<file path="config.mk">
export PLATFORM = sky130hd
export DESIGN_NAME = tape_write_start
export DESIGN_NICKNAME = d
export VERILOG_FILES = /design/src/common/tape_wr_pkg.sv /design/src/verilog/tape_write_start.sv /design/src/verilog/tape_ready_timer.sv
export SDC_FILE = /design/constraint.sdc
export NUM_CORES = 1
export LEC_CHECK = 0
export BUFFER_PORTS_ARGS = -buffer_cell sky130_fd_sc_hd__buf_2
export CORE_MARGIN = 1
export CORE_UTILIZATION = 54
export CTS_CLUSTER_SIZE = 12
export DETAILED_ROUTE_END_ITERATION = 12
export PLACE_DENSITY = 0.86
export SLEW_MARGIN = 20
export SYNTH_ARGS = -nofsm -noshare
export SYNTH_HDL_FRONTEND = slang
export SYNTH_HIERARCHICAL = 1
export SYNTH_SLANG_ARGS = --single-unit
export TNS_END_PERCENT = 1
</file>
<file path="constraint.sdc">
create_clock -name sys_clk -period 3.45 [get_ports sys_clk]
set_clock_uncertainty 0.1 [all_clocks]
set_input_delay 0.5175 -clock sys_clk [delete_from_list [all_inputs] [get_ports sys_clk]]
set_output_delay 0.5175 -clock sys_clk [all_outputs]
set_load 0.1 [all_outputs]
</file>
<file path="src/common/tape_wr_pkg.sv">
package tape_wr_pkg;

    // ****************************************
    // Register map
    // ****************************************
    localparam logic [11:0] MODE_OFS = 12'h000;
    localparam logic [11:0] CTRL_OFS = 12'h004;
    localparam logic [11:0] STAT_OFS = 12'h008;
    localparam logic [11:0] SETUP_OFS = 12'h00C;

    // ****************************************
    // Field positions
    // ****************************************
    localparam int MODE_LOW_BIT = 0;
    localparam int MODE_HIGH_BIT = 1;
    localparam int MODE_SHORT_BIT = 2;
    localparam int MODE_VARIANT_BIT = 3;
    localparam int SETUP_OP_LSB = 0;
    localparam int SETUP_GAP_BIT = 4;
    localparam int CTRL_START_BIT = 0;
    localparam int STAT_PRESET_BIT = 0;
    localparam int STAT_CLEAR_BIT = 1;
    localparam int STAT_FIRSTREQ_BIT = 2;
    localparam int STAT_BUFRDY_BIT = 3;
    localparam int STAT_TAPERDY_BIT = 4;
    localparam int STAT_START_BIT = 5;
    localparam int STAT_WRDY_BIT = 6;
    localparam int STAT_INHIBIT_BIT = 7;

    // ****************************************
    // Codes and reset values
    // ****************************************
    localparam logic [3:0] OP_LOW_DENSITY = 4'h7;
    localparam logic [3:0] OP_HIGH_DENSITY = 4'h5;
    localparam logic GAP_SHORT = 1'b0;
    localparam logic [31:0] RESET_WORD = 32'h0000_0000;

    // ****************************************
    // Density and gap figures
    // ****************************************
    localparam logic [7:0] PPI_LOW_A = 8'h68;
    localparam logic [7:0] PPI_LOW_B = 8'h7D;
    localparam logic [7:0] PPI_HIGH_A = 8'hD0;
    localparam logic [7:0] PPI_HIGH_B = 8'hFA;
    localparam logic [7:0] GAP_SHORT_TENTHS = 8'h0A;
    localparam logic [7:0] GAP_LONG_TENTHS = 8'h18;

    // ****************************************
    // Timing
    // ****************************************
    localparam int CLK_PERIOD_NS = 40;
    localparam int SHORT_DELAY_US = 8700;
    localparam int LONG_DELAY_US = 22700;
    localparam int SHORT_DELAY_CYC = SHORT_DELAY_US * 1000 / CLK_PERIOD_NS;
    localparam int LONG_DELAY_CYC = LONG_DELAY_US * 1000 / CLK_PERIOD_NS;
    localparam int DELAY_W = 20;

endpackage

</file>
<file path="src/verilog/tape_write_start.sv">
// Our own choices: the address map and the APB slave port.
`timescale 1ns/1ps
module tape_write_start
    import tape_wr_pkg::*;
#(
    parameter int SHORT_CYC = SHORT_DELAY_CYC,
    parameter int LONG_CYC = LONG_DELAY_CYC
) (
    input wire logic sys_clk,
    input wire logic rstn,
    input wire logic psel,
    input wire logic penable,
    input wire logic pwrite,
    input wire logic [11:0] paddr,
    input wire logic [31:0] pwdata,
    output logic [31:0] prdata,
    output logic pready,
    output logic pslverr,
    input wire logic write_end_pulse_a,
    input wire logic write_end_pulse_b,
    input wire logic forward_read,
    input wire logic write_preset_pulse,
    input wire logic slot_strobe,
    input wire logic clear_window_phase,
    input wire logic tape_write_cycle,
    input wire logic lower_preset_in,
    input wire logic word_loaded_ack,
    input wire logic motion_start,
    input wire logic first_block,
    input wire logic bad_spot_pending,
    input wire logic inhibit_set,
    input wire logic inhibit_release,
    output logic forward_motion_ind,
    output logic write_in_use,
    output logic write_available_a,
    output logic write_available_b,
    output logic write_available_c,
    output logic buffer_clear,
    output logic preset_out,
    output logic clear_done_request,
    output logic second_word_request,
    output logic start_confirm_pulse,
    output logic write_operate,
    output logic [7:0] density_ppi,
    output logic [7:0] gap_tenths
);

    // ****************************************
    // Input synchronisers
    // ****************************************
    logic [2:0] wea_s, web_s, wpr_s, ack_s, mot_s;
    logic wea_p, web_p, wpr_p, ack_p, mot_p;

    function automatic logic rise3(input logic [2:0] s);
        return s[1] & ~s[2];
    endfunction

    always_ff @(posedge sys_clk or negedge rstn) begin
        if (!rstn) begin
            wea_s <= '0;
            web_s <= '0;
            wpr_s <= '0;
            ack_s <= '0;
            mot_s <= '0;
        end else begin
            wea_s <= {wea_s[1:0], write_end_pulse_a};
            web_s <= {web_s[1:0], write_end_pulse_b};
            wpr_s <= {wpr_s[1:0], write_preset_pulse};
            ack_s <= {ack_s[1:0], word_loaded_ack};
            mot_s <= {mot_s[1:0], motion_start};
        end
    end

    assign wea_p = rise3(wea_s);
    assign web_p = rise3(web_s);
    assign wpr_p = rise3(wpr_s);
    assign ack_p = rise3(ack_s);
    assign mot_p = rise3(mot_s);

    // ****************************************
    // APB slave
    // ****************************************
    logic low_q, high_q, short_q, variant_q;
    logic preset_q, clear_q, firstreq_q, bufrdy_q, taperdy_q, start_q, wrdy_q, inhibit_q;
    logic wr_en, rd_en, setup_wr, start_wr, mapped;
    logic [3:0] op_digit;
    logic gap_digit;

    assign mapped = (paddr == MODE_OFS) || (paddr == CTRL_OFS) || (paddr == STAT_OFS) || (paddr == SETUP_OFS);
    assign wr_en = psel && penable && pwrite && mapped;
    assign rd_en = psel && !penable && !pwrite;
    assign setup_wr = wr_en && (paddr == SETUP_OFS);
    assign start_wr = wr_en && (paddr == CTRL_OFS) && pwdata[CTRL_START_BIT];
    assign op_digit = pwdata[SETUP_OP_LSB +: 4];
    assign gap_digit = pwdata[SETUP_GAP_BIT];

    always_ff @(posedge sys_clk or negedge rstn) begin
        if (!rstn) begin
            pready <= 1'b0;
            pslverr <= 1'b0;
            prdata <= RESET_WORD;
        end else begin
            pready <= psel && !penable;
            pslverr <= psel && !penable && !mapped;
            if (rd_en) begin
                prdata <= RESET_WORD;
                case (paddr)
                    MODE_OFS: begin
                        prdata[MODE_LOW_BIT] <= low_q;
                        prdata[MODE_HIGH_BIT] <= high_q;
                        prdata[MODE_SHORT_BIT] <= short_q;
                        prdata[MODE_VARIANT_BIT] <= variant_q;
                    end
                    STAT_OFS: begin
                        prdata[STAT_PRESET_BIT] <= preset_q;
                        prdata[STAT_CLEAR_BIT] <= clear_q;
                        prdata[STAT_FIRSTREQ_BIT] <= firstreq_q;
                        prdata[STAT_BUFRDY_BIT] <= bufrdy_q;
                        prdata[STAT_TAPERDY_BIT] <= taperdy_q;
                        prdata[STAT_START_BIT] <= start_q;
                        prdata[STAT_WRDY_BIT] <= wrdy_q;
                        prdata[STAT_INHIBIT_BIT] <= inhibit_q;
                    end
                    default: begin
                        prdata <= RESET_WORD;
                    end
                endcase
            end
        end
    end

    always_ff @(posedge sys_clk or negedge rstn) begin
        if (!rstn) begin
            variant_q <= 1'b0;
        end else if (wr_en && paddr == MODE_OFS) begin
            variant_q <= pwdata[MODE_VARIANT_BIT];
        end
    end

    // ****************************************
    // Mode flags
    // ****************************************
    always_ff @(posedge sys_clk or negedge rstn) begin
        if (!rstn) begin
            low_q <= 1'b0;
            high_q <= 1'b0;
        end else if (setup_wr && op_digit == OP_LOW_DENSITY) begin
            low_q <= 1'b1;
            high_q <= 1'b0;
        end else if (setup_wr && op_digit == OP_HIGH_DENSITY) begin
            high_q <= 1'b1;
            low_q <= 1'b0;
        end else if (web_p) begin
            low_q <= 1'b0;
            high_q <= 1'b0;
        end
    end

    always_ff @(posedge sys_clk or negedge rstn) begin
        if (!rstn) begin
            short_q <= 1'b0;
        end else if (setup_wr && (op_digit == OP_LOW_DENSITY || op_digit == OP_HIGH_DENSITY)
                     && gap_digit == GAP_SHORT) begin
            short_q <= 1'b1;
        end else if (wea_p) begin
            short_q <= 1'b0;
        end
    end

    always_ff @(posedge sys_clk or negedge rstn) begin
        if (!rstn) begin
            forward_motion_ind <= 1'b0;
            write_in_use <= 1'b0;
            write_available_a <= 1'b0;
            write_available_b <= 1'b0;
            write_available_c <= 1'b0;
            density_ppi <= 8'h00;
            gap_tenths <= 8'h00;
        end else begin
            forward_motion_ind <= low_q || high_q || forward_read;
            write_in_use <= low_q || high_q;
            write_available_a <= !(low_q || high_q);
            write_available_b <= !(low_q || high_q);
            write_available_c <= !(low_q || high_q);
            if (low_q && !high_q) begin
                density_ppi <= variant_q ? PPI_LOW_B : PPI_LOW_A;
            end else if (high_q && !low_q) begin
                density_ppi <= variant_q ? PPI_HIGH_B : PPI_HIGH_A;
            end else begin
                density_ppi <= 8'h00;
            end
            gap_tenths <= short_q ? GAP_SHORT_TENTHS : GAP_LONG_TENTHS;
        end
    end

    // ****************************************
    // Output buffer clear and load
    // ****************************************
    logic clear_start, clear_end;

    assign clear_start = preset_q && !clear_q && !firstreq_q && !bufrdy_q && slot_strobe && clear_window_phase
                         && !lower_preset_in && !tape_write_cycle;
    assign clear_end = clear_q && slot_strobe;

    always_ff @(posedge sys_clk or negedge rstn) begin
        if (!rstn) begin
            preset_q <= 1'b0;
        end else if (wpr_p) begin
            preset_q <= 1'b1;
        end else if (clear_end) begin
            preset_q <= 1'b0;
        end
    end

    always_ff @(posedge sys_clk or negedge rstn) begin
        if (!rstn) begin
            clear_q <= 1'b0;
        end else if (clear_start) begin
            clear_q <= 1'b1;
        end else if (clear_end) begin
            clear_q <= 1'b0;
        end
    end

    always_ff @(posedge sys_clk or negedge rstn) begin
        if (!rstn) begin
            firstreq_q <= 1'b0;
            bufrdy_q <= 1'b0;
            clear_done_request <= 1'b0;
            second_word_request <= 1'b0;
        end else begin
            clear_done_request <= clear_end;
            second_word_request <= firstreq_q && ack_p;
            if (clear_end) begin
                firstreq_q <= 1'b1;
            end else if (ack_p) begin
                firstreq_q <= 1'b0;
            end
            if (firstreq_q && ack_p) begin
                bufrdy_q <= 1'b1;
            end else if (start_confirm_pulse) begin
                bufrdy_q <= 1'b0;
            end
        end
    end

    always_ff @(posedge sys_clk or negedge rstn) begin
        if (!rstn) begin
            buffer_clear <= 1'b0;
            preset_out <= 1'b0;
        end else begin
            buffer_clear <= clear_start || (clear_q && !clear_end);
            preset_out <= preset_q || lower_preset_in;
        end
    end

    // ****************************************
    // Tape ready and write operate
    // ****************************************
    logic delay_done;

    tape_ready_timer #(
        .SHORT_CYC(SHORT_CYC),
        .LONG_CYC(LONG_CYC)
    ) u_timer (
        .sys_clk(sys_clk),
        .rstn(rstn),
        .trigger(mot_p),
        .short_gap(short_q),
        .abort(wea_p),
        .done(delay_done)
    );

    always_ff @(posedge sys_clk or negedge rstn) begin
        if (!rstn) begin
            taperdy_q <= 1'b0;
        end else if (delay_done && !first_block) begin
            taperdy_q <= 1'b1;
        end else if (start_confirm_pulse) begin
            taperdy_q <= 1'b0;
        end
    end

    always_ff @(posedge sys_clk or negedge rstn) begin
        if (!rstn) begin
            start_q <= 1'b0;
        end else if (start_wr) begin
            start_q <= 1'b1;
        end else if (start_confirm_pulse) begin
            start_q <= 1'b0;
        end
    end

    // A start from the first-block state skips the tape delay via first_block; while bad_spot_pending is set, the start is held off.
    logic go;
    assign go = bufrdy_q && start_q && (taperdy_q || first_block) && !(first_block && bad_spot_pending)
                && !start_confirm_pulse && !wrdy_q;

    always_ff @(posedge sys_clk or negedge rstn) begin
        if (!rstn) begin
            start_confirm_pulse <= 1'b0;
            wrdy_q <= 1'b0;
            inhibit_q <= 1'b0;
            write_operate <= 1'b0;
        end else begin
            start_confirm_pulse <= go;
            if (start_confirm_pulse) begin
                wrdy_q <= 1'b1;
            end else if (wea_p) begin
                wrdy_q <= 1'b0;
            end
            if (inhibit_set) begin
                inhibit_q <= 1'b1;
            end else if (start_confirm_pulse || inhibit_release) begin
                inhibit_q <= 1'b0;
            end
            write_operate <= (wrdy_q || start_confirm_pulse) && !inhibit_q && !wea_p;
        end
    end

    // ****************************************
    // Checks
    // ****************************************
    a_clear_one_slot: assert property (@(posedge sys_clk) disable iff (!rstn)
        clear_q |=> clear_q == !$past(slot_strobe))
        else $error("buffer clear flag held wrongly");
    a_clear_inhibit: assert property (@(posedge sys_clk) disable iff (!rstn)
        lower_preset_in |=> !$rose(clear_q))
        else $error("clear started under lower preset");
    a_clear_no_write: assert property (@(posedge sys_clk) disable iff (!rstn)
        $rose(clear_q) |-> !$past(tape_write_cycle))
        else $error("clear started in write cycle");
    a_first_request: assert property (@(posedge sys_clk) disable iff (!rstn)
        clear_end |=> clear_done_request && firstreq_q)
        else $error("first word not requested");
    a_second_request: assert property (@(posedge sys_clk) disable iff (!rstn)
        (firstreq_q && ack_p) |=> second_word_request && bufrdy_q)
        else $error("second word not requested");
    a_start_needs_all: assert property (@(posedge sys_clk) disable iff (!rstn)
        $rose(start_confirm_pulse) |-> $past(bufrdy_q) && $past(start_q))
        else $error("start without ready conditions");
    a_confirm_clears: assert property (@(posedge sys_clk) disable iff (!rstn)
        start_confirm_pulse |=> !start_q && !taperdy_q && wrdy_q)
        else $error("start confirm did not clear flags");
    a_gap_clear: assert property (@(posedge sys_clk) disable iff (!rstn)
        (wea_p && !setup_wr) |=> !short_q)
        else $error("short gap flag kept");
    a_density_clear: assert property (@(posedge sys_clk) disable iff (!rstn)
        (web_p && !setup_wr) |=> !low_q && !high_q)
        else $error("density flags kept");
    a_other_digit: assert property (@(posedge sys_clk) disable iff (!rstn)
        (setup_wr && op_digit != OP_LOW_DENSITY && op_digit != OP_HIGH_DENSITY && !wea_p && !web_p)
        |=> $stable({low_q, high_q, short_q}))
        else $error("other setup digit changed mode");
    c_clear_cycle: cover property (@(posedge sys_clk) disable iff (!rstn) clear_end);
    c_buffer_ready: cover property (@(posedge sys_clk) disable iff (!rstn) second_word_request);
    c_write_go: cover property (@(posedge sys_clk) disable iff (!rstn) $rose(write_operate));

endmodule

</file>
<file path="src/verilog/tape_ready_timer.sv">
`timescale 1ns/1ps
module tape_ready_timer
    import tape_wr_pkg::*;
#(
    parameter int SHORT_CYC = SHORT_DELAY_CYC,
    parameter int LONG_CYC = LONG_DELAY_CYC
) (
    input wire logic sys_clk,
    input wire logic rstn,
    input wire logic trigger,
    input wire logic short_gap,
    input wire logic abort,
    output logic done
);

    logic [DELAY_W-1:0] count_q;
    logic running_q;

    // Counts the gap-dependent tape acceleration delay after motion starts.
    always_ff @(posedge sys_clk or negedge rstn) begin
        if (!rstn) begin
            count_q <= '0;
            running_q <= 1'b0;
            done <= 1'b0;
        end else begin
            done <= 1'b0;
            if (abort) begin
                running_q <= 1'b0;
            end else if (trigger) begin
                running_q <= 1'b1;
                count_q <= short_gap ? DELAY_W'(SHORT_CYC - 1) : DELAY_W'(LONG_CYC - 1);
            end else if (running_q) begin
                if (count_q == '0) begin
                    running_q <= 1'b0;
                    done <= 1'b1;
                end else begin
                    count_q <= count_q - 1'b1;
                end
            end
        end
    end

endmodule

</file>
==> impl_metrics.toml <==
[outcome]
status = "finished, final reports clean"

[worst_setup_path]
critPathLaunchType = "flip-flop"
critPathCaptureType = "flip-flop"
crit_required_ns = 3.65
cp_cell_sequence = "inv_1, ha_1, or3b_2, nor3_1, nand2_1, or4_2, nand3_1"
startpoint = "u_timer/count_q[0]$_DFFE_PN0P_"
cp.arrival_ns = 2.77
r2r-start = "u_timer/count_q[0]$_DFFE_PN0P_"
cpPeakStageDelay_ns = 0.55
worst-r2r-cell-count = 7
cp_max_fo = 6
crit_type = "flip-flop to flip-flop"
crit_slowest_cell = "or4_2"

[power_and_ir_drop]
power_frac_seq_pct = 47.0
p_sw_share_pct = 35.3
clkPwrFrac_pct = 32.3
internal-power_w = 0.00153
p_switching_w = 0.000839
powerDensity_nw_per_um2 = 593
vdd_drop_max_mv = 0.416
combPwrFrac_pct = 20.8
finalPower_w = 0.00237
leakagePower_nw = 1.94

[grt]
grt_start_max_net_pins = 78
grtUsageMet2_pct = 36.1
grt.busiest_layer = "met2"
use_met1_pct = 29.2
track_usage_pct = 22.5
grt_pass1_wl_um = 11100
antenna_found_initial = 0
gr-usage-met3_pct = 4.92
overflow = 0
grt_pass1_vias = 2345

[cells_and_area]
regMostFlops = "u_timer/count_q"
area_growth_syn_to_layout_pct = 13.5
largest_register_ffs = 20
nets = 463
diodes = 0
largest_registers = "u_timer/count_q: 20 flops, prdata: 8 flops, density_ppi: 6 flops"
utilization_pct = 63.3
drive_gt1_share_pct = 25.0

[floorplan]
die_h_um = 82.8
floorplan.initialDensity_pct = 55.8
boundaryPins = 124
placementRows = 29
core-area_um2 = 6310
die_w_um = 82.8
die_area_um2 = 6850

[synthesis]
synthFlopType = "dfrtp_1"
ys_types = 51
yosys_warnings = 6
syn_inst = 327
synth_area_per_cell_um2 = 10.8
syn_area_um2 = 3520
synth-seq-area-share_pct = 54.7
async_flop_share_pct = 100
synth_seq_cells = 77
synth_edf_count = 0

[timing]
setup_violations = 0
min_period_ns = 2.57
fin_tns_setup_ns = 0
max_freq_mhz = 390
rsz0062_at_grt = "no"
slew_viol_final = 0
worstMarginPinSlew_ns = 0.941
finalCritPeriodShare_pct = 74.4
setup_slack_ns = 0.883
slew_headroom_pct = 37.3
hold_viol = 0

[hold_path]
whs_path_depth = 1
hp-start = "write_preset_pulse"
hold_path.class = "input pin to flip-flop"

[clock_tree]
htree_num_levels = 3
post-cts-setup-buffer-count = 0
post_cts_resized = 0
hold_buffers = 0
cts_buffers = 9
clk_latency_ns = 0.36
cts.sinks = 77
cts_max_path_buffers = 2
tritoncts = "done"
cts-root-buf = "clkbuf_8"
clk_pin_slew_ns = 0.08

[placed_design]
place_ws_ns = 0.937
port_buffers = 67
dpl.hpwl_um = 4850
place.gp.congestion = 0.829

[job]
cap_viol_max_count = 0

[detailed_routing]
vias_per_cell = 5.51
ant_nets = 0
drtIter0Drc = 182
drc = 0
totalWireLength_um = 7040
vias = 2627
wl_per_cell_um = 14.8
firstDrtPassIters = 5
stage by stage:
step | cell area (um^2) | std cells | hold WS (ns)
2_1_floorplan | 3630 | 355 | 0.122
3_3_place_gp | 3770 | 461 | 0.232
4_1_cts | 4000 | 477 | 0.152
5_1_grt | 4000 | 477 | 0.146
6_report | 4000 | 477 | 0.161
3_5_place_dp | 3770 | 461 | 0.235
worst max-delay path, delay by kind of cell, from the launching register on:
family / cells / cell delay (ns)
buffers and inverters: 1 / 0.11
flip-flops: 1 / 0.44
adder cells (fa/ha/maj): 1 / 0.22
AND/OR/NAND/NOR: 5 / 1.63
layout by cell type, fill, tap and decap left out, types with 6 or more instances in the layout:
cell type  Yosys  layout
nor2_1        22      22
a21oi_1        9       9
nor3_1         9       9
conb_1         2      30
nand2_1       28      28
buf_2          0      66
dfrtp_1       77      77
nand2b_1       7       7
inv_1         20      20
clkbuf_8       3       9
o21ai_0       15      15
mux2i_1        6       6
nand3_1        8       8
path summary, 6_finish.rpt:
check	end	slack (ns)
min reg2reg	wea_s[1]$_DFF_PN0_	0.25
min	wpr_s[0]$_DFF_PN0_	0.16
min in group asynchronous	mot_s[1]$_DFF_PN0_	0.20
max in group asynchronous	ack_s[1]$_DFF_PN0_	2.45
max reg2reg	u_timer/count_q[14]$_DFFE_PN0P_	0.88
max	u_timer/count_q[14]$_DFFE_PN0P_	0.88
area by class of cell:
class                           count  area [um^2]
Clock inverter                      6         96.3
Timing Repair Buffer               69          353
Multi-Input combinational cell    218         1320
Fill cell                         523         2310
Tap cell                           77         96.3
Clock buffer                       10          128
Inverter                           20         75.1
Sequential cell                    77         1930
per-layer routing:
layer | vias to the layer above | part of all wire [%]
li1 | 1218 | -
met1 | 1256 | 41
met2 | 135 | 49
met3 | 18 | 8.7
met4 | 0 | 2.1
met5 | - | 0
Yosys cell counts (3+ instances only):
library cell  instances  area [um^2]
dfrtp_1              77         1930
buf_4                33          248
nand2_1              28          105
nor2_1               22         82.6
inv_1                20         75.1
o21ai_0              15         75.1
a21oi_1               9         45.0
nor3_1                9         45.0
nand3_1               8         40.0
nand2b_1              7         43.8
mux2i_1               6         60.1
a211oi_1              5         37.5
a22o_1                5         43.8
ha_1                  5         62.6
nor4_1                5         31.3
a221o_1               4         40.0
and2_0                4         25.0
nor4b_1               4         35.0
a31oi_1               3         18.8
and2_1                3         18.8
clkbuf_1              3         11.3
clkbuf_8              3         41.3
nor2b_1               3         18.8
nor3b_1               3         22.5
o22ai_1               3         18.8
o41ai_1               3         26.3
or3_1                 3         18.8
or4_1                 3         22.5
power by group through the flow:
| stage | combinational, W | clock [W] | sequential, W |
|---|---|---|---|
| floorplan | 0.000366 | 0 | 0.00115 |
| global placement | 0.000475 | 0 | 0.00112 |
| detailed placement | 0.000487 | 0 | 0.00113 |
| CTS | 0.000491 | 0.000777 | 0.00111 |
| global route | 0.000539 | 0.000819 | 0.00113 |
| finish | 0.000492 | 0.000766 | 0.00111 |
kinds of logic after synthesis:
kind of cell | after synthesis | synth area share, %
DFF | 77 | 54.7
and+or+nand+nor | 119 | 19.5
other | 2 | 0.213
AOI/OAI and AO/OA | 56 | 10.8
adders and majority gates | 5 | 1.77
muxes | 8 | 2.34
buffers and inverters | 60 | 10.8
Note: power is estimated with default switching activity, not from simulation.
